[config.mk]
export PLATFORM = sky130hd
export DESIGN_NAME = ps_cfg_loader
export DESIGN_NICKNAME = d
export VERILOG_FILES = /design/src/common/ps_cfg_pkg.sv /design/src/logic/word_fifo.sv /design/src/logic/ps_cfg_loader.sv
export SDC_FILE = /design/constraint.sdc
export NUM_CORES = 1
export LEC_CHECK = 0
export BUFFER_PORTS_ARGS = -buffer_cell sky130_fd_sc_hd__buf_2
export CAP_MARGIN = 20
export CORE_MARGIN = 3
export CORE_UTILIZATION = 50
export CTS_CLUSTER_DIAMETER = 200
export CTS_CLUSTER_SIZE = 8
export DETAILED_ROUTE_END_ITERATION = 7
export PLACE_DENSITY_LB_ADDON = 0.25
export SLEW_MARGIN = 30
export SYNTH_ARGS = -nofsm -noshare
export SYNTH_HDL_FRONTEND = slang
export SYNTH_SLANG_ARGS = --single-unit
[constraint.sdc]
create_clock -name core_clk_i -period 5.9 [get_ports core_clk_i]
set_input_delay 0.885 -clock core_clk_i [delete_from_list [all_inputs] [get_ports core_clk_i]]
set_output_delay 0.885 -clock core_clk_i [all_outputs]
set_load 0.02 [all_outputs]
[src/common/ps_cfg_pkg.sv]
// Package: constants, states and carrier types for the passive serial loader
package ps_cfg_pkg;

  // Core clock
  localparam int unsigned CORE_CLK_PERIOD_PS = 5000;

  // Power-on-reset delay, least figures in microseconds
  localparam int unsigned POR_FAST_MIN_US = 4000;
  localparam int unsigned POR_STD_MIN_US  = 100000;
  localparam int unsigned POR_FAST_CYC    = (POR_FAST_MIN_US * 1000 + CORE_CLK_PERIOD_PS / 1000 - 1)
                                            / (CORE_CLK_PERIOD_PS / 1000) ;
  localparam int unsigned POR_STD_CYC     = (POR_STD_MIN_US * 1000 + CORE_CLK_PERIOD_PS / 1000 - 1)
                                            / (CORE_CLK_PERIOD_PS / 1000);

  // Done-to-user-mode window with internal oscillator, microseconds
  localparam int unsigned DONE2UM_MIN_US = 175;
  localparam int unsigned DONE2UM_MAX_US = 437;
  localparam int unsigned DONE2UM_CYC    = (DONE2UM_MIN_US * 1000 + CORE_CLK_PERIOD_PS / 1000 - 1)
                                           / (CORE_CLK_PERIOD_PS / 1000);

  // User init clock: enable after 4 max serial clock periods, then 8576 periods
  localparam int unsigned SER_CLK_MAX_PERIOD_NS = 48;
  localparam int unsigned UCLK_EN_PERIODS       = 4;
  localparam int unsigned UCLK_EN_CYC           = (UCLK_EN_PERIODS * SER_CLK_MAX_PERIOD_NS * 1000
                                                  + CORE_CLK_PERIOD_PS - 1) / CORE_CLK_PERIOD_PS;
  localparam int unsigned UCLK_INIT_EDGES       = 8576;

  // Extra falling edges needed after done
  localparam logic [1:0] EXTRA_FALL_EDGES = 2'h2;

  // Pin-to-edge latency of the link synchronisers, core cycles
  localparam int unsigned SYNC_LAT_CYC = 4;

  // Image layout: option bits sit in the first word
  localparam int unsigned WORD_W        = 8;
  localparam int unsigned FIFO_DEPTH    = 32;
  localparam int unsigned IMAGE_BITS    = 1024;
  localparam int unsigned OPT_INIT_DONE = 0;
  localparam int unsigned OPT_USER_CLK  = 1;
  localparam int unsigned OPT_DATA_IO   = 2;

  // Configuration sequence
  typedef enum logic [2:0] {
    ST_POR    = 3'h0,
    ST_RESET  = 3'h1,
    ST_LOAD   = 3'h3,
    ST_DONE   = 3'h2,
    ST_INIT   = 3'h6,
    ST_USER   = 3'h7,
    ST_ERROR  = 3'h5
  } cfg_state_t;

  // Open-drain or two-way pin carrier
  typedef struct packed {
    logic o;
    logic oe;
  } pin_drive_t;

  // Option bits caught from the image
  typedef struct packed {
    logic data_io;
    logic user_clk;
    logic init_done;
  } cfg_opts_t;

endpackage

[src/logic/word_fifo.sv]
// Synchronous FIFO with valid/ready on both sides
`timescale 1ns/1ps
module word_fifo #(
  parameter int unsigned WIDTH = 8,
  parameter int unsigned DEPTH = 32
) (
  // Clock, reset, enable
  input  wire logic             clk_i,
  input  wire logic             rst_n_i,
  input  wire logic             ce_i,
  input  wire logic             flush_i,
  // Fill side
  input  wire logic             in_valid_i,
  output logic                  in_ready_o,
  input  wire logic [WIDTH-1:0] in_data_i,
  // Drain side
  output logic                  out_valid_o,
  input  wire logic             out_ready_i,
  output logic      [WIDTH-1:0] out_data_o
);
  localparam int unsigned AW = $clog2(DEPTH);

  logic [WIDTH-1:0] mem [DEPTH];
  logic [AW-1:0]    wr_idx;
  logic [AW-1:0]    rd_idx;
  logic [AW:0]      count;
  logic             push;
  logic             pop;
  logic             load;

  // Count covers storage and output stage, so full means DEPTH words held
  assign in_ready_o = (count != (AW+1)'(DEPTH));
  assign push       = in_valid_i & in_ready_o;
  assign pop        = out_valid_o & out_ready_i;
  // Refill output stage when empty or taken; a word just written waits a cycle
  assign load       = (count != (AW+1)'(out_valid_o)) && (!out_valid_o || out_ready_i);

  // Storage writes
  always_ff @(posedge clk_i)
  begin
    if (ce_i && push)
      mem[wr_idx] <= in_data_i;
  end

  // Pointers and count
  always_ff @(posedge clk_i or negedge rst_n_i)
  begin
    if (!rst_n_i)
    begin
      wr_idx <= '0;
      rd_idx <= '0;
      count  <= '0;
    end
    else if (ce_i)
    begin
      if (flush_i)
      begin
        wr_idx <= '0;
        rd_idx <= '0;
        count  <= '0;
      end
      else
      begin
        if (push)
          wr_idx <= (wr_idx == AW'(DEPTH - 1)) ? '0 : wr_idx + AW'(1);
        if (load)
          rd_idx <= (rd_idx == AW'(DEPTH - 1)) ? '0 : rd_idx + AW'(1);
        count <= count + (AW+1)'(push) - (AW+1)'(pop);
      end
    end
  end

  // Registered output stage, so the drain side leaves straight from flops
  always_ff @(posedge clk_i or negedge rst_n_i)
  begin
    if (!rst_n_i)
    begin
      out_valid_o <= 1'b0;
      out_data_o  <= '0;
    end
    else if (ce_i)
    begin
      if (flush_i)
        out_valid_o <= 1'b0;
      else if (load)
      begin
        out_valid_o <= 1'b1;
        out_data_o  <= mem[rd_idx];
      end
      else if (pop)
        out_valid_o <= 1'b0;
    end
  end
endmodule

[src/logic/ps_cfg_loader.sv]
// Passive serial configuration sequencer of the device
`timescale 1ns/1ps
module ps_cfg_loader
  import ps_cfg_pkg::*;
#(
  parameter int unsigned POR_FAST_CYCLES = POR_FAST_CYC,
  parameter int unsigned POR_STD_CYCLES  = POR_STD_CYC,
  parameter int unsigned DONE2UM_CYCLES  = DONE2UM_CYC,
  parameter int unsigned UCLK_EDGES      = UCLK_INIT_EDGES,
  parameter int unsigned IMAGE_LEN_BITS  = IMAGE_BITS
) (
  // Clock, reset, enable
  input  wire logic              core_clk_i,
  input  wire logic              arst_n_i,
  input  wire logic              ce_i,
  // Strap: power-on delay select, high for fast
  input  wire logic              por_fast_i,
  // Configuration pins
  input  wire logic              config_request_n_i,
  input  wire logic              cfg_status_n_i,
  output logic                   cfg_status_n_o,
  output logic                   cfg_status_n_oe_o,
  input  wire logic              cfg_done_i,
  output logic                   cfg_done_o,
  output logic                   cfg_done_oe_o,
  input  wire logic              cfg_serial_clk_i,
  input  wire logic              cfg_serial_data_i,
  input  wire logic              user_init_clk_i,
  // Init-done pin
  output logic                   init_done_o,
  output logic                   init_done_oe_o,
  // User-mode data pin path
  input  wire logic              user_data_o_i,
  input  wire logic              user_data_oe_i,
  output logic                   cfg_serial_data_o,
  output logic                   cfg_serial_data_oe_o,
  // Core side: image words and state
  output logic                   cfg_word_valid_o,
  input  wire logic              cfg_word_ready_i,
  output logic [WORD_W-1:0]      cfg_word_o,
  input  wire logic              cfg_crc_err_i,
  output logic                   user_mode_o
);
  localparam int unsigned CW = 32;

  // Three-stage synchroniser: second and third must agree
  function automatic logic agreed(input logic [2:0] s, input logic held);
    agreed = (s[1] == s[2]) ? s[2] : held;
  endfunction

  logic       rst_m;
  logic       rst_n;
  logic [2:0] s_req, s_sclk, s_sdat, s_uclk;
  logic       req_n, sclk, sdat, uclk, sclk_q, uclk_q;
  logic       sclk_rise, sclk_fall, uclk_rise;
  cfg_state_t state, next_state;
  logic [CW-1:0] cnt;
  logic [CW-1:0] bit_cnt;
  logic [WORD_W-1:0] shreg;
  logic [WORD_W-1:0] word_hold;
  logic [2:0] bit_in_word;
  logic       word_valid;
  logic       word_ready;
  logic [1:0] fall_cnt;
  logic       uclk_en;
  cfg_opts_t  opts;
  logic       opt_loaded;
  logic       err;
  logic       por_fast;

  // Reset release through two flops
  always_ff @(posedge core_clk_i or negedge arst_n_i)
  begin
    if (!arst_n_i)
    begin
      rst_m <= 1'b0;
      rst_n <= 1'b0;
    end
    else
    begin
      rst_m <= 1'b1;
      rst_n <= rst_m;
    end
  end

  // Pin synchronisers; stage 0 read only by stage 1
  always_ff @(posedge core_clk_i or negedge rst_n)
  begin
    if (!rst_n)
    begin
      s_req  <= 3'h7;
      s_sclk <= 3'h0;
      s_sdat <= 3'h0;
      s_uclk <= 3'h0;
      req_n  <= 1'b1;
      sclk   <= 1'b0;
      sdat   <= 1'b0;
      uclk   <= 1'b0;
      sclk_q <= 1'b0;
      uclk_q <= 1'b0;
    end
    else if (ce_i)
    begin
      s_req  <= {s_req[1:0], config_request_n_i};
      s_sclk <= {s_sclk[1:0], cfg_serial_clk_i};
      s_sdat <= {s_sdat[1:0], cfg_serial_data_i};
      s_uclk <= {s_uclk[1:0], user_init_clk_i};
      req_n  <= agreed(s_req, req_n);
      sclk   <= agreed(s_sclk, sclk);
      sdat   <= agreed(s_sdat, sdat);
      uclk   <= agreed(s_uclk, uclk);
      sclk_q <= sclk;
      uclk_q <= uclk;
    end
  end

  assign sclk_rise = sclk & ~sclk_q;
  assign sclk_fall = ~sclk & sclk_q;
  assign uclk_rise = uclk & ~uclk_q;

  // Power-on delay strap caught after reset release
  always_ff @(posedge core_clk_i or negedge rst_n)
  begin
    if (!rst_n)
      por_fast <= 1'b0;
    else if (ce_i && state == ST_POR && cnt == '0)
      por_fast <= por_fast_i;
  end

  // Sequence control
  always_comb
  begin
    next_state = state;
    unique case (state)
      ST_POR:
        if (cnt >= CW'(por_fast ? POR_FAST_CYCLES : POR_STD_CYCLES))
          next_state = req_n ? ST_LOAD : ST_RESET;
      ST_RESET:
        if (req_n)
          next_state = ST_LOAD;
      ST_LOAD:
        if (!req_n)
          next_state = ST_RESET;
        else if (err)
          next_state = ST_ERROR;
        else if (bit_cnt == CW'(IMAGE_LEN_BITS) && !word_valid)
          next_state = ST_DONE;
      ST_DONE:
        if (!req_n)
          next_state = ST_RESET;
        else if (fall_cnt == EXTRA_FALL_EDGES)
          next_state = ST_INIT;
      ST_INIT:
        if (!req_n)
          next_state = ST_RESET;
        // One edge more than periods, so the last user clock period is whole
        else if (opts.user_clk ? (uclk_en && cnt > CW'(UCLK_EDGES))
                               : (cnt >= CW'(DONE2UM_CYCLES)))
          next_state = ST_USER;
      ST_USER, ST_ERROR:
        if (!req_n)
          next_state = ST_RESET;
      default:
        next_state = ST_POR;
    endcase
  end

  always_ff @(posedge core_clk_i or negedge rst_n)
  begin
    if (!rst_n)
      state <= ST_POR;
    else if (ce_i)
      state <= next_state;
  end

  // Cycle counter; in init with user clock it times the enable delay, then counts edges
  always_ff @(posedge core_clk_i or negedge rst_n)
  begin
    if (!rst_n)
      cnt <= '0;
    else if (ce_i)
    begin
      if (next_state != state)
        cnt <= '0;
      else if (state == ST_INIT && opts.user_clk && !uclk_en)
        cnt <= (cnt >= CW'(UCLK_EN_CYC)) ? '0 : cnt + CW'(1);
      else if (state == ST_INIT && opts.user_clk)
        cnt <= uclk_rise ? cnt + CW'(1) : cnt;
      else
        cnt <= cnt + CW'(1);
    end
  end

  // User clock enable after four max serial clock periods
  always_ff @(posedge core_clk_i or negedge rst_n)
  begin
    if (!rst_n)
      uclk_en <= 1'b0;
    else if (ce_i)
    begin
      if (state != ST_INIT)
        uclk_en <= 1'b0;
      else if (cnt >= CW'(UCLK_EN_CYC))
        uclk_en <= 1'b1;
    end
  end

  // Extra falling edges after done; a fall still in the synchroniser belongs to the last bit
  always_ff @(posedge core_clk_i or negedge rst_n)
  begin
    if (!rst_n)
      fall_cnt <= '0;
    else if (ce_i)
    begin
      if (state != ST_DONE)
        fall_cnt <= '0;
      else if (sclk_fall && fall_cnt != EXTRA_FALL_EDGES && cnt >= CW'(SYNC_LAT_CYC))
        fall_cnt <= fall_cnt + 2'h1;
    end
  end

  // Serial shift: one bit per rising edge, packed MSB first
  always_ff @(posedge core_clk_i or negedge rst_n)
  begin
    if (!rst_n)
    begin
      shreg       <= '0;
      word_hold   <= '0;
      bit_in_word <= '0;
      bit_cnt     <= '0;
      word_valid  <= 1'b0;
    end
    else if (ce_i)
    begin
      if (state != ST_LOAD)
      begin
        bit_in_word <= '0;
        bit_cnt     <= '0;
        word_valid  <= 1'b0;
      end
      else
      begin
        if (word_valid && word_ready)
          word_valid <= 1'b0;
        // Bits past the image length are ignored
        if (sclk_rise && bit_cnt != CW'(IMAGE_LEN_BITS))
        begin
          shreg       <= {shreg[WORD_W-2:0], sdat};
          bit_in_word <= bit_in_word + 3'h1;
          bit_cnt     <= bit_cnt + CW'(1);
          // Completed word kept apart, so a stalled push never sees the next bits
          if (bit_in_word == 3'h7)
          begin
            word_valid <= 1'b1;
            word_hold  <= {shreg[WORD_W-2:0], sdat};
          end
        end
      end
    end
  end

  // Overrun or core CRC report marks the load failed
  always_ff @(posedge core_clk_i or negedge rst_n)
  begin
    if (!rst_n)
      err <= 1'b0;
    else if (ce_i)
    begin
      if (state == ST_RESET)
        err <= 1'b0;
      else if (state == ST_LOAD && (cfg_crc_err_i || (word_valid && !word_ready && sclk_rise
               && bit_in_word == 3'h7)))
        err <= 1'b1;
    end
  end

  // Option bits live in the first image word
  always_ff @(posedge core_clk_i or negedge rst_n)
  begin
    if (!rst_n)
    begin
      opts       <= '0;
      opt_loaded <= 1'b0;
    end
    else if (ce_i)
    begin
      if (state == ST_RESET)
      begin
        opts       <= '0;
        opt_loaded <= 1'b0;
      end
      else if (state == ST_LOAD && word_valid && !opt_loaded && bit_cnt <= CW'(2 * WORD_W))
      begin
        opts       <= {word_hold[OPT_DATA_IO], word_hold[OPT_USER_CLK], word_hold[OPT_INIT_DONE]};
        opt_loaded <= 1'b1;
      end
    end
  end

  // Buffer between serial link and core; full stalls into the error path
  word_fifo #(.WIDTH(WORD_W), .DEPTH(FIFO_DEPTH)) u_fifo (
    .clk_i       (core_clk_i),
    .rst_n_i     (rst_n),
    .ce_i        (ce_i),
    .flush_i     (state == ST_RESET),
    .in_valid_i  (word_valid),
    .in_ready_o  (word_ready),
    .in_data_i   (word_hold),
    .out_valid_o (cfg_word_valid_o),
    .out_ready_i (cfg_word_ready_i),
    .out_data_o  (cfg_word_o)
  );

  // Pin drives, all registered
  always_ff @(posedge core_clk_i or negedge rst_n)
  begin
    if (!rst_n)
    begin
      cfg_status_n_o       <= 1'b0;
      cfg_status_n_oe_o    <= 1'b1;
      cfg_done_o           <= 1'b0;
      cfg_done_oe_o        <= 1'b1;
      init_done_o          <= 1'b0;
      init_done_oe_o       <= 1'b0;
      cfg_serial_data_o    <= 1'b0;
      cfg_serial_data_oe_o <= 1'b0;
      user_mode_o          <= 1'b0;
    end
    else if (ce_i)
    begin
      cfg_status_n_o       <= 1'b0;
      cfg_status_n_oe_o    <= (next_state == ST_POR || next_state == ST_RESET
                               || next_state == ST_ERROR);
      cfg_done_o           <= 1'b0;
      cfg_done_oe_o        <= (next_state == ST_POR || next_state == ST_RESET
                               || next_state == ST_LOAD || next_state == ST_ERROR);
      init_done_o          <= 1'b0;
      init_done_oe_o       <= opts.init_done && opt_loaded && next_state != ST_USER
                              && next_state != ST_RESET;
      cfg_serial_data_o    <= user_data_o_i;
      cfg_serial_data_oe_o <= (next_state == ST_USER) && opts.data_io && user_data_oe_i;
      user_mode_o          <= (next_state == ST_USER);
    end
  end

  // Checks
  int unsigned lo_cnt;
  always_ff @(posedge core_clk_i or negedge rst_n)
  begin
    if (!rst_n)
      lo_cnt <= 0;
    else if (ce_i)
      lo_cnt <= (state == ST_INIT) ? lo_cnt + 1 : 0;
  end

  property p_status_por;
    @(posedge core_clk_i) disable iff (!rst_n) (state == ST_POR) |-> cfg_status_n_oe_o;
  endproperty
  a_status_por: assert property (p_status_por) else $error("status released in POR");

  property p_done_low_load;
    @(posedge core_clk_i) disable iff (!rst_n) (state == ST_LOAD && next_state == ST_LOAD) |=> cfg_done_oe_o;
  endproperty
  a_done_low_load: assert property (p_done_low_load) else $error("done released while loading");

  property p_done_full;
    @(posedge core_clk_i) disable iff (!rst_n)
      (state == ST_LOAD && next_state == ST_DONE) |-> (bit_cnt == CW'(IMAGE_LEN_BITS)) && !err;
  endproperty
  a_done_full: assert property (p_done_full) else $error("done before full image");

  property p_two_falls;
    @(posedge core_clk_i) disable iff (!rst_n)
      (state == ST_DONE && next_state == ST_INIT) |-> fall_cnt == 2'h2;
  endproperty
  a_two_falls: assert property (p_two_falls) else $error("init without two falls");

  property p_req_restart;
    @(posedge core_clk_i) disable iff (!rst_n)
      (ce_i && !req_n && state == ST_USER) |=> state == ST_RESET;
  endproperty
  a_req_restart: assert property (p_req_restart) else $error("request ignored");

  property p_um_min;
    @(posedge core_clk_i) disable iff (!rst_n)
      (state == ST_INIT && next_state == ST_USER && !opts.user_clk) |-> lo_cnt >= DONE2UM_CYCLES;
  endproperty
  a_um_min: assert property (p_um_min) else $error("user mode too early");

  property p_uclk_en;
    @(posedge core_clk_i) disable iff (!rst_n) $rose(uclk_en) |-> lo_cnt > UCLK_EN_CYC;
  endproperty
  a_uclk_en: assert property (p_uclk_en) else $error("user clock enabled early");

  property p_um_uclk;
    @(posedge core_clk_i) disable iff (!rst_n)
      (state == ST_INIT && next_state == ST_USER && opts.user_clk) |-> uclk_en && cnt > CW'(UCLK_EDGES);
  endproperty
  a_um_uclk: assert property (p_um_uclk) else $error("user clock count short");

  property p_data_io;
    @(posedge core_clk_i) disable iff (!rst_n) cfg_serial_data_oe_o |-> user_mode_o;
  endproperty
  a_data_io: assert property (p_data_io) else $error("data pin driven outside user mode");

  property p_init_pin;
    @(posedge core_clk_i) disable iff (!rst_n) init_done_oe_o |-> !init_done_o && $past(opt_loaded);
  endproperty
  a_init_pin: assert property (p_init_pin) else $error("init pin before option");

  c_load_done: cover property (@(posedge core_clk_i) disable iff (!rst_n) state == ST_LOAD ##1 state == ST_DONE);
  c_user: cover property (@(posedge core_clk_i) disable iff (!rst_n) state == ST_INIT ##1 state == ST_USER);
  c_reconf: cover property (@(posedge core_clk_i) disable iff (!rst_n) state == ST_USER ##1 state == ST_RESET);
  c_error: cover property (@(posedge core_clk_i) disable iff (!rst_n) state == ST_LOAD ##1 state == ST_ERROR);
endmodule

==> results of run 1 <==
-- kinds of logic after synthesis --
| group | share of synthesized area [%] |
|---|---|
| AND/OR/NAND/NOR | 11.0 |
| flip-flops | 61.8 |
| AO/OA/AOI/OAI | 9.92 |
| buffers and inverters | 2.83 |
| multiplexers | 11.6 |
| adder cells (fa/ha/maj) | 2.22 |
| XOR/XNOR | 0.572 |
| other | 0.0409 |
-- final timing paths --
| kind | startpoint | to |
|---|---|---|
| min | arst_n_i | rst_n |
| min in group core_clk_i | rst_m | rst_n |
| max | bit_cnt[0] | cnt[19] |
| min reg2reg | rst_n | u_fifo.count[1] |
| max reg2reg | bit_cnt[0] | cnt[19] |
| max in group asynchronous | rst_n | word_hold[7] |
-- layer usage --
layer	global-route usage, %	vias up	wire length [um]
met3	4.57	62	2710
met4	5.35	2	688
met5	0	-	7
met1	30.1	5936	17600
met2	33.0	366	19200
li1	-	5367	-
-- cell type report --
type                            count  area [um2]  share of cell area (%)
Clock buffer                      102        1600                    7.75
Clock inverter                      3        55.1                   0.267
Inverter                           44         165                   0.802
Multi-Input combinational cell    849        6540                    31.8
Sequential cell                   402       11400                    55.2
Tap cell                          461         577                    2.80
Timing Repair Buffer               43         282                    1.37
-- synthesized netlist by cell type (all sizes together), types with 17 or more instances --
library cell / n / area (um2)
edfxtp: 256 / 7690
dfrtp: 140 / 3500
nand2: 129 / 484
o21ai: 99 / 507
nor2: 94 / 353
mux4: 80 / 1800
clkbuf: 59 / 223
nand3: 45 / 225
inv: 44 / 165
nor3: 38 / 190
a21oi: 34 / 174
ha: 31 / 388
o31ai: 23 / 173
buf: 22 / 133
mux2: 22 / 248
nand4: 20 / 125
nor4: 20 / 138
a221oi: 18 / 158
a211oi: 17 / 128
-- report_power, final --
part / leakage [nW] / internal [W] / switching [W]
Combinational: 2.21 / 0.000626 / 0.000940
Sequential: 4.21 / 0.00312 / 0.000254
Clock: 0.778 / 0.00181 / 0.00117
-- state kept, by name, summed over array words and instances, names as in the netlist, 2 cells and up --
name               count
shreg                  7
opts                   3
fall_cnt               2
bit_in_word            3
state                  3
cnt                   32
u_fifo.wr_idx          5
u_fifo.rd_idx          5
word_hold              8
bit_cnt               32
u_fifo.out_data_o      8
s_sdat                 3
s_sclk                 3
s_req                  3
u_fifo.count           6
u_fifo.mem           256
s_uclk                 3
-- layout by cell type, fill, tap and decap left out, types with 6 or more instances in the layout --
cell         n
a211oi_1    17
a21oi_1     33
a221oi_1    18
a22o_1       8
a31oi_1      7
and2_1       9
and3_1      15
buf_2       26
buf_4       15
clkbuf_1    45
clkbuf_16   57
dfrtp_1    128
dfrtp_2      9
dfstp_2      6
edfxtp_1   256
ha_1        31
inv_1       43
mux2_2      22
mux2i_1      9
mux4_2      80
nand2_1    129
nand3_1     45
nand4_1     20
nor2_1      94
nor2b_1      7
nor3_1      38
nor4_1      17
o211ai_1    14
o21a_1       6
o21ai_0     95
o31ai_1     23
o41ai_1      6
or3_1        8
xnor2_1      7
-- worst reg2reg max path: stages (launching register included) --
cell and delay [ns]:
dfrtp_1 0.43, inv_1 0.08, ha_1 0.14, nor3b_1 0.72, nand4_1 0.19, nor3_1 0.25, a2bb2oi_2 0.59, a41o_1 0.84
buf_4 0.35, a221oi_1 0.11, o31ai_1 0.12
-- per-stage QoR --
step | utilization [%] | worst slack [ns] | power [W] | std cells | instance area (um2)
floorplan | - | 1.54 | 0.00454 | 1376 | 18400
global placement | 52.6 | 2.05 | 0.00494 | 1798 | 18900
detailed placement | 52.7 | 2.00 | 0.00499 | 1799 | 18900
CTS | 57.3 | 1.99 | 0.00799 | 1904 | 20600
global route | 57.3 | 1.70 | 0.00831 | 1904 | 20600
finish | 57.3 | 1.99 | 0.00792 | 1904 | 20600
==> metrics.md, run 1 <==
| Metric | Value |
|---|---|
| Hold WS | 0.0794 ns |
| Cell Rows | just under 70 |
| CTS Hold Bufs | 0 |
| First-pass DRT Iterations | 6 |
| Slew headroom | 39.8% |
| Fillers | roughly 2.9k |
| Port Buffers | 26 |
| Flops & latches, synth | 402 |
| Pleak | 7.19 nW |
| Layout Nets | approximately 1.4k |
| Share of cells above drive strength 1 | 16.9% |
| Kind of end point of the critical path | flop |
| Clock period minus worst slack | 3.91 ns |
| Fmax | between 0.2 and 0.3 GHz |
| Worst Tran Pin Value | 0.903 ns |
| Power Density | 385 mW/mm2 |
| Ys flop type | edfxtp_1 |
| Hold Path Class | input port to async pin |
| Critical path's top delay family | compound AO/OA/AOI/OAI gates |
| First-pass GRT wire length | ~64000 um |
| Initial antenna violation count | 1 |
| Max Cap Viol | 0 |
| Hold Violations, Final | 0 |
| Crit path max-delay cell type | a41o_1 |
| GRT Total Usage | 20.9% |
| Bufs on Longest Clock Path | 3 |
| Routed wire length per instance | 21.1 um |
| Setup violators final | 0 |
| Io pins | 32 |
| DR vias/cell | about 6.2 |
| Final number of max-transition violations | 0 |
| Vias in the first global route | 11.4k |
| Root Driver | clkbuf_16 |
| Iter 0 DRT Violations | 870 |
| Worst-path fanout max | 21 |
| Crit path kind | flop to flop |
| Max H-tree Level | 2 |
| Largest net degree at the start of global routing | 75 |
| CTS tree | done |
| Dpl hpwl | 25300 um |
| Die height | 198 um |
| Setup TNS | 0 ns |
| Reg2Reg Depth | 10 |
| CTS resizes | 0 |
| Synth cell types | 83 |
| Arr. time, crit path | between 4 and 5 ns |
| Clock Sinks | 402 |
| Die X | 198 um |
| Initial Util | 51.1% |
| Number of synthesized flops with an enable pin | between 200 and 300 |
| Synthesized area | 0.0184 mm2 |
| Vias | 11.7k |
| Worst setup SP type | flop |
| Clock-pin slew on the worst setup and hold paths | 0.05 ns |
| Worst path depth | 10 |
| Synthesized area per cell | approximately 13 um2 |
| Total CTS buffers | 56 |
| Routability cong. | 0.853 |
| R2R setup slack | 1.99 ns |
| VDD IR-drop max | ~0.24 mV |
| RSZ-0062 raised after global routing | false |
| CP Data Required Time | 6.39 ns |
| Grt ovf | 0 |
| Worst Clk Skew | ~0.022 ns |
| Period utilization | 66.2% |
| Outcome | complete, no violations |
| CP peak stage delay | 0.84 ns |
| CP Buf/Inv Count | 2 |
| # Post-CTS Setup Buffers | 0 |
| N_diodes | 0 |
| Synth-to-layout area growth | 12.0% |
| Worst-skew pair later-pin latency | 0.59 ns |
| Core area | approximately 0.036 mm2 |
| Mapped Cells | 1374 |
| Post-Route WL | ~40000 um |
| Die ar. | 0.0391 mm2 |
| Yosys warning total | 0 |
| Sequential fraction of the synthesis area | 61.8% |
| DRT antenna net count | 0 |
| DRC viols | 0 |
| FFs w/ async S/R, synth | 36.3% |
| CP Cell Sequence | inv_1 > ha_1 > nor3b_1 > nand4_1 > nor3_1 > a2bb2oi_2 > a41o_1 > buf_4 > a221oi_1 > o31ai_1 |
No activity file was read; power rests on OpenSTA's default activity.
==> inputs of run 2 (changes only) <==
==> constraint.sdc (replaced) <==
create_clock -name core_clk_i -period 4.1 [get_ports core_clk_i]
set_input_delay 0.615 -clock core_clk_i [delete_from_list [all_inputs] [get_ports core_clk_i]]
set_output_delay 0.615 -clock core_clk_i [all_outputs]
set_load 0.02 [all_outputs]
==> run 2 against run 1 <==
Clock-buffer cell count did not move. Clock skew rose by 0.022 ns. First-iteration DRC count rose by 27%. Clock power rose by 42%. Non-clock buffer count rose by 6. Global-route usage rose by 0.41 points. Wire length rose by 0.47%. Combinational power rose by 51%. Sequential power rose by 41%. Largest power group unchanged.
==> metrics.md, run 2 (same netlist as run 1, synthesis figures left out) <==
| Metric | Value |
|---|---|
| Root Driver | clkbuf_16 |
| CP peak stage delay | slightly below 0.6 ns |
| First-pass GRT wire length | about 66000 um |
| Period utilization | roughly four fifths |
| CP Data Required Time | approximately 4.6 ns |
| Post-Route WL | 40400 um |
| VDD IR-drop max | 0.351 mV |
| Grt ovf | 0 |
| First-pass DRT Iterations | 5 |
| Arr. time, crit path | approximately 3.7 ns |
| Io pins | 32 |
| Biggest register | u_fifo.mem |
| Worst Clk Skew | 0.0443 ns |
| Critical path's top delay family | simple AND/OR/NAND/NOR gates |
| Dpl hpwl | 25100 um |
| Power Density | 552 mW/mm2 |
| Pleak | about 7.3 nW |
| Worst setup SP type | flop |
| Vias in the first global route | ~12k |
| RSZ-0062 raised after global routing | false |
| Port Buffers | 26 |
| Setup TNS | 0 ns |
| Synth-to-layout area growth | 12.2% |
| Setup violators final | 0 |
| CP Cell Sequence | nor4_2 > nand4_1 > or4_1 > a2bb2oi_2 > and2_1 > buf_4 > a221oi_1 > o41ai_1 |
| Worst-skew pair later-pin latency | between 0.5 and 0.6 ns |
| Clk pwr share | 37.2% |
| Initial Util | 51.1% |
| Kind of end point of the critical path | flop |
| Max reg flops | 256 |
| R2R setup slack | ~0.82 ns |
| Core area | 0.0359 mm2 |
| Fmax | between 0.3 and 0.4 GHz |
| Hold Violations, Final | 0 |
| Max Cap Viol | 0 |
| Reg2Reg Depth | 8 |
| N_diodes | 0 |
| Routed wire length per instance | 21.2 um |
| DRT antenna net count | 0 |
| Share of cells above drive strength 1 | 17.1% |
| Outcome | complete, no violations |
| Iter 0 DRT Violations | 1102 |
| Cell Rows | 69 |
| CTS tree | done |
| GRT Total Usage | 21.3% |
| Worst-path fanout max | 13 |
| Crit path max-delay cell type | and2_1 |
| Largest net degree at the start of global routing | 91 |
| Die ar. | 0.0391 mm2 |
| Clock-pin slew on the worst setup and hold paths | approximately 0.060 ns |
| Biggest regs | u_fifo.mem: 256 flops, bit_cnt: 32 flops, cnt: 32 flops |
| Internal power | 0.00799 W |
| Vias | 11.7k |
| Hold WS | 0.200 ns |
| Die X | 198 um |
| Final number of max-transition violations | 0 |
| Clock period minus worst slack | 3.28 ns |
| DR vias/cell | between 6 and 7 |
| Reg2reg end | cnt[14] |
| FF-to-FF Start | cnt[27] |
| Hold Path Class | flop to async pin |
| DRC viols | 0 |
| Most common cell after layout, fill and taps aside | edfxtp_1 |
| Initial antenna violation count | 0 |
| Max H-tree Level | 2 |
| Switch share | 29.8% |
| CP Buf/Inv Count | 1 |
| Layout Nets | 1448 |
| Combinational power share | between 20% and 30% |
| Clock Sinks | 402 |
| Crit path kind | flop to flop |
| Total CTS buffers | 56 |
| Bufs on Longest Clock Path | 3 |
| Routability cong. | approximately 0.84 |
| Worst Tran Pin Value | 0.917 ns |
| Most frequent cells in the layout | 256 x edfxtp_1, 129 x nand2_1, 128 x dfrtp_1 |
| Slew headroom | roughly two fifths |
| Sequential power share | 42.0% |
| Psw | 0.00340 W |
| Die height | between 150 and 200 um |
## run 2: cell types whose count changed in the layout (fill, tap and decap cells not counted), sizes merged
| cell | delta |
|---|---|
| buf | +5 |
| dlygate4sd3 | +1 |
## run 2: cell type report
cell class                      instances  area [um2]
Clock inverter                          3        55.1
Timing Repair Buffer                   49         343
Clock buffer                          102        1570
Sequential cell                       402       11400
Fill cell                            2847       15300
Inverter                               44         165
Multi-Input combinational cell        849        6540
Tap cell                              461         577
## run 2: power by group through the flow
stage               sequential, W  combinational, W  clock [W]
finish                    0.00478           0.00237    0.00423
global route              0.00482           0.00261    0.00452
CTS                       0.00478           0.00239    0.00432
detailed placement        0.00485           0.00238          0
global placement          0.00484           0.00234          0
floorplan                 0.00476           0.00178          0
## run 2: what timing repair did
item                                   in CTS  in global routing
hold buffers                                1                  0
setup buffers                               0                  0
resized for setup                           0                  0
endpoints found under the hold margin       2                  0
## run 2: per-stage QoR
step | util (%) | setup WS (ns) | cell area (um2) | std cells | total power, W
final | 57.4 | 0.822 | 20600 | 1910 | 0.0114
after global placement | 52.8 | 0.897 | 19000 | 1804 | 0.00718
after detailed placement | 52.8 | 0.833 | 19000 | 1804 | 0.00723
after floorplan | - | 1.57 | 18400 | 1376 | 0.00654
after CTS | 57.4 | 0.796 | 20600 | 1910 | 0.0115
after global routing | 57.4 | 0.658 | 20600 | 1910 | 0.0119
## run 2: worst max path at each step
stage                           from  slack [ns]  cells after the start              endpoint
floorplan           u_fifo.rd_idx[0]        1.57                      7  u_fifo.out_data_o[0]
global placement             cnt[27]        0.90                      7               cnt[17]
detailed placement           cnt[27]        0.83                      7               cnt[30]
CTS                          cnt[27]        0.80                      7               cnt[17]
global route                 cnt[27]        0.66                      8               cnt[17]
finish                       cnt[27]        0.82                      8               cnt[14]
## run 2: layer usage
layer | GRT usage, % | wire, um
met4 | 5.53 | 971
met3 | 4.01 | 2350
met2 | 32.5 | 18600
met1 | 32.1 | 18500
met5 | 0 | 0
## run 2: worst reg2reg max path: cells and delay by family, from the launching register on
family | cells | cell delay (ns)
AOI/OAI and AO/OA | 3 | 0.65
and+or+nand+nor | 4 | 1.75
DFF | 1 | 0.45
buffers and inverters | 1 | 0.28
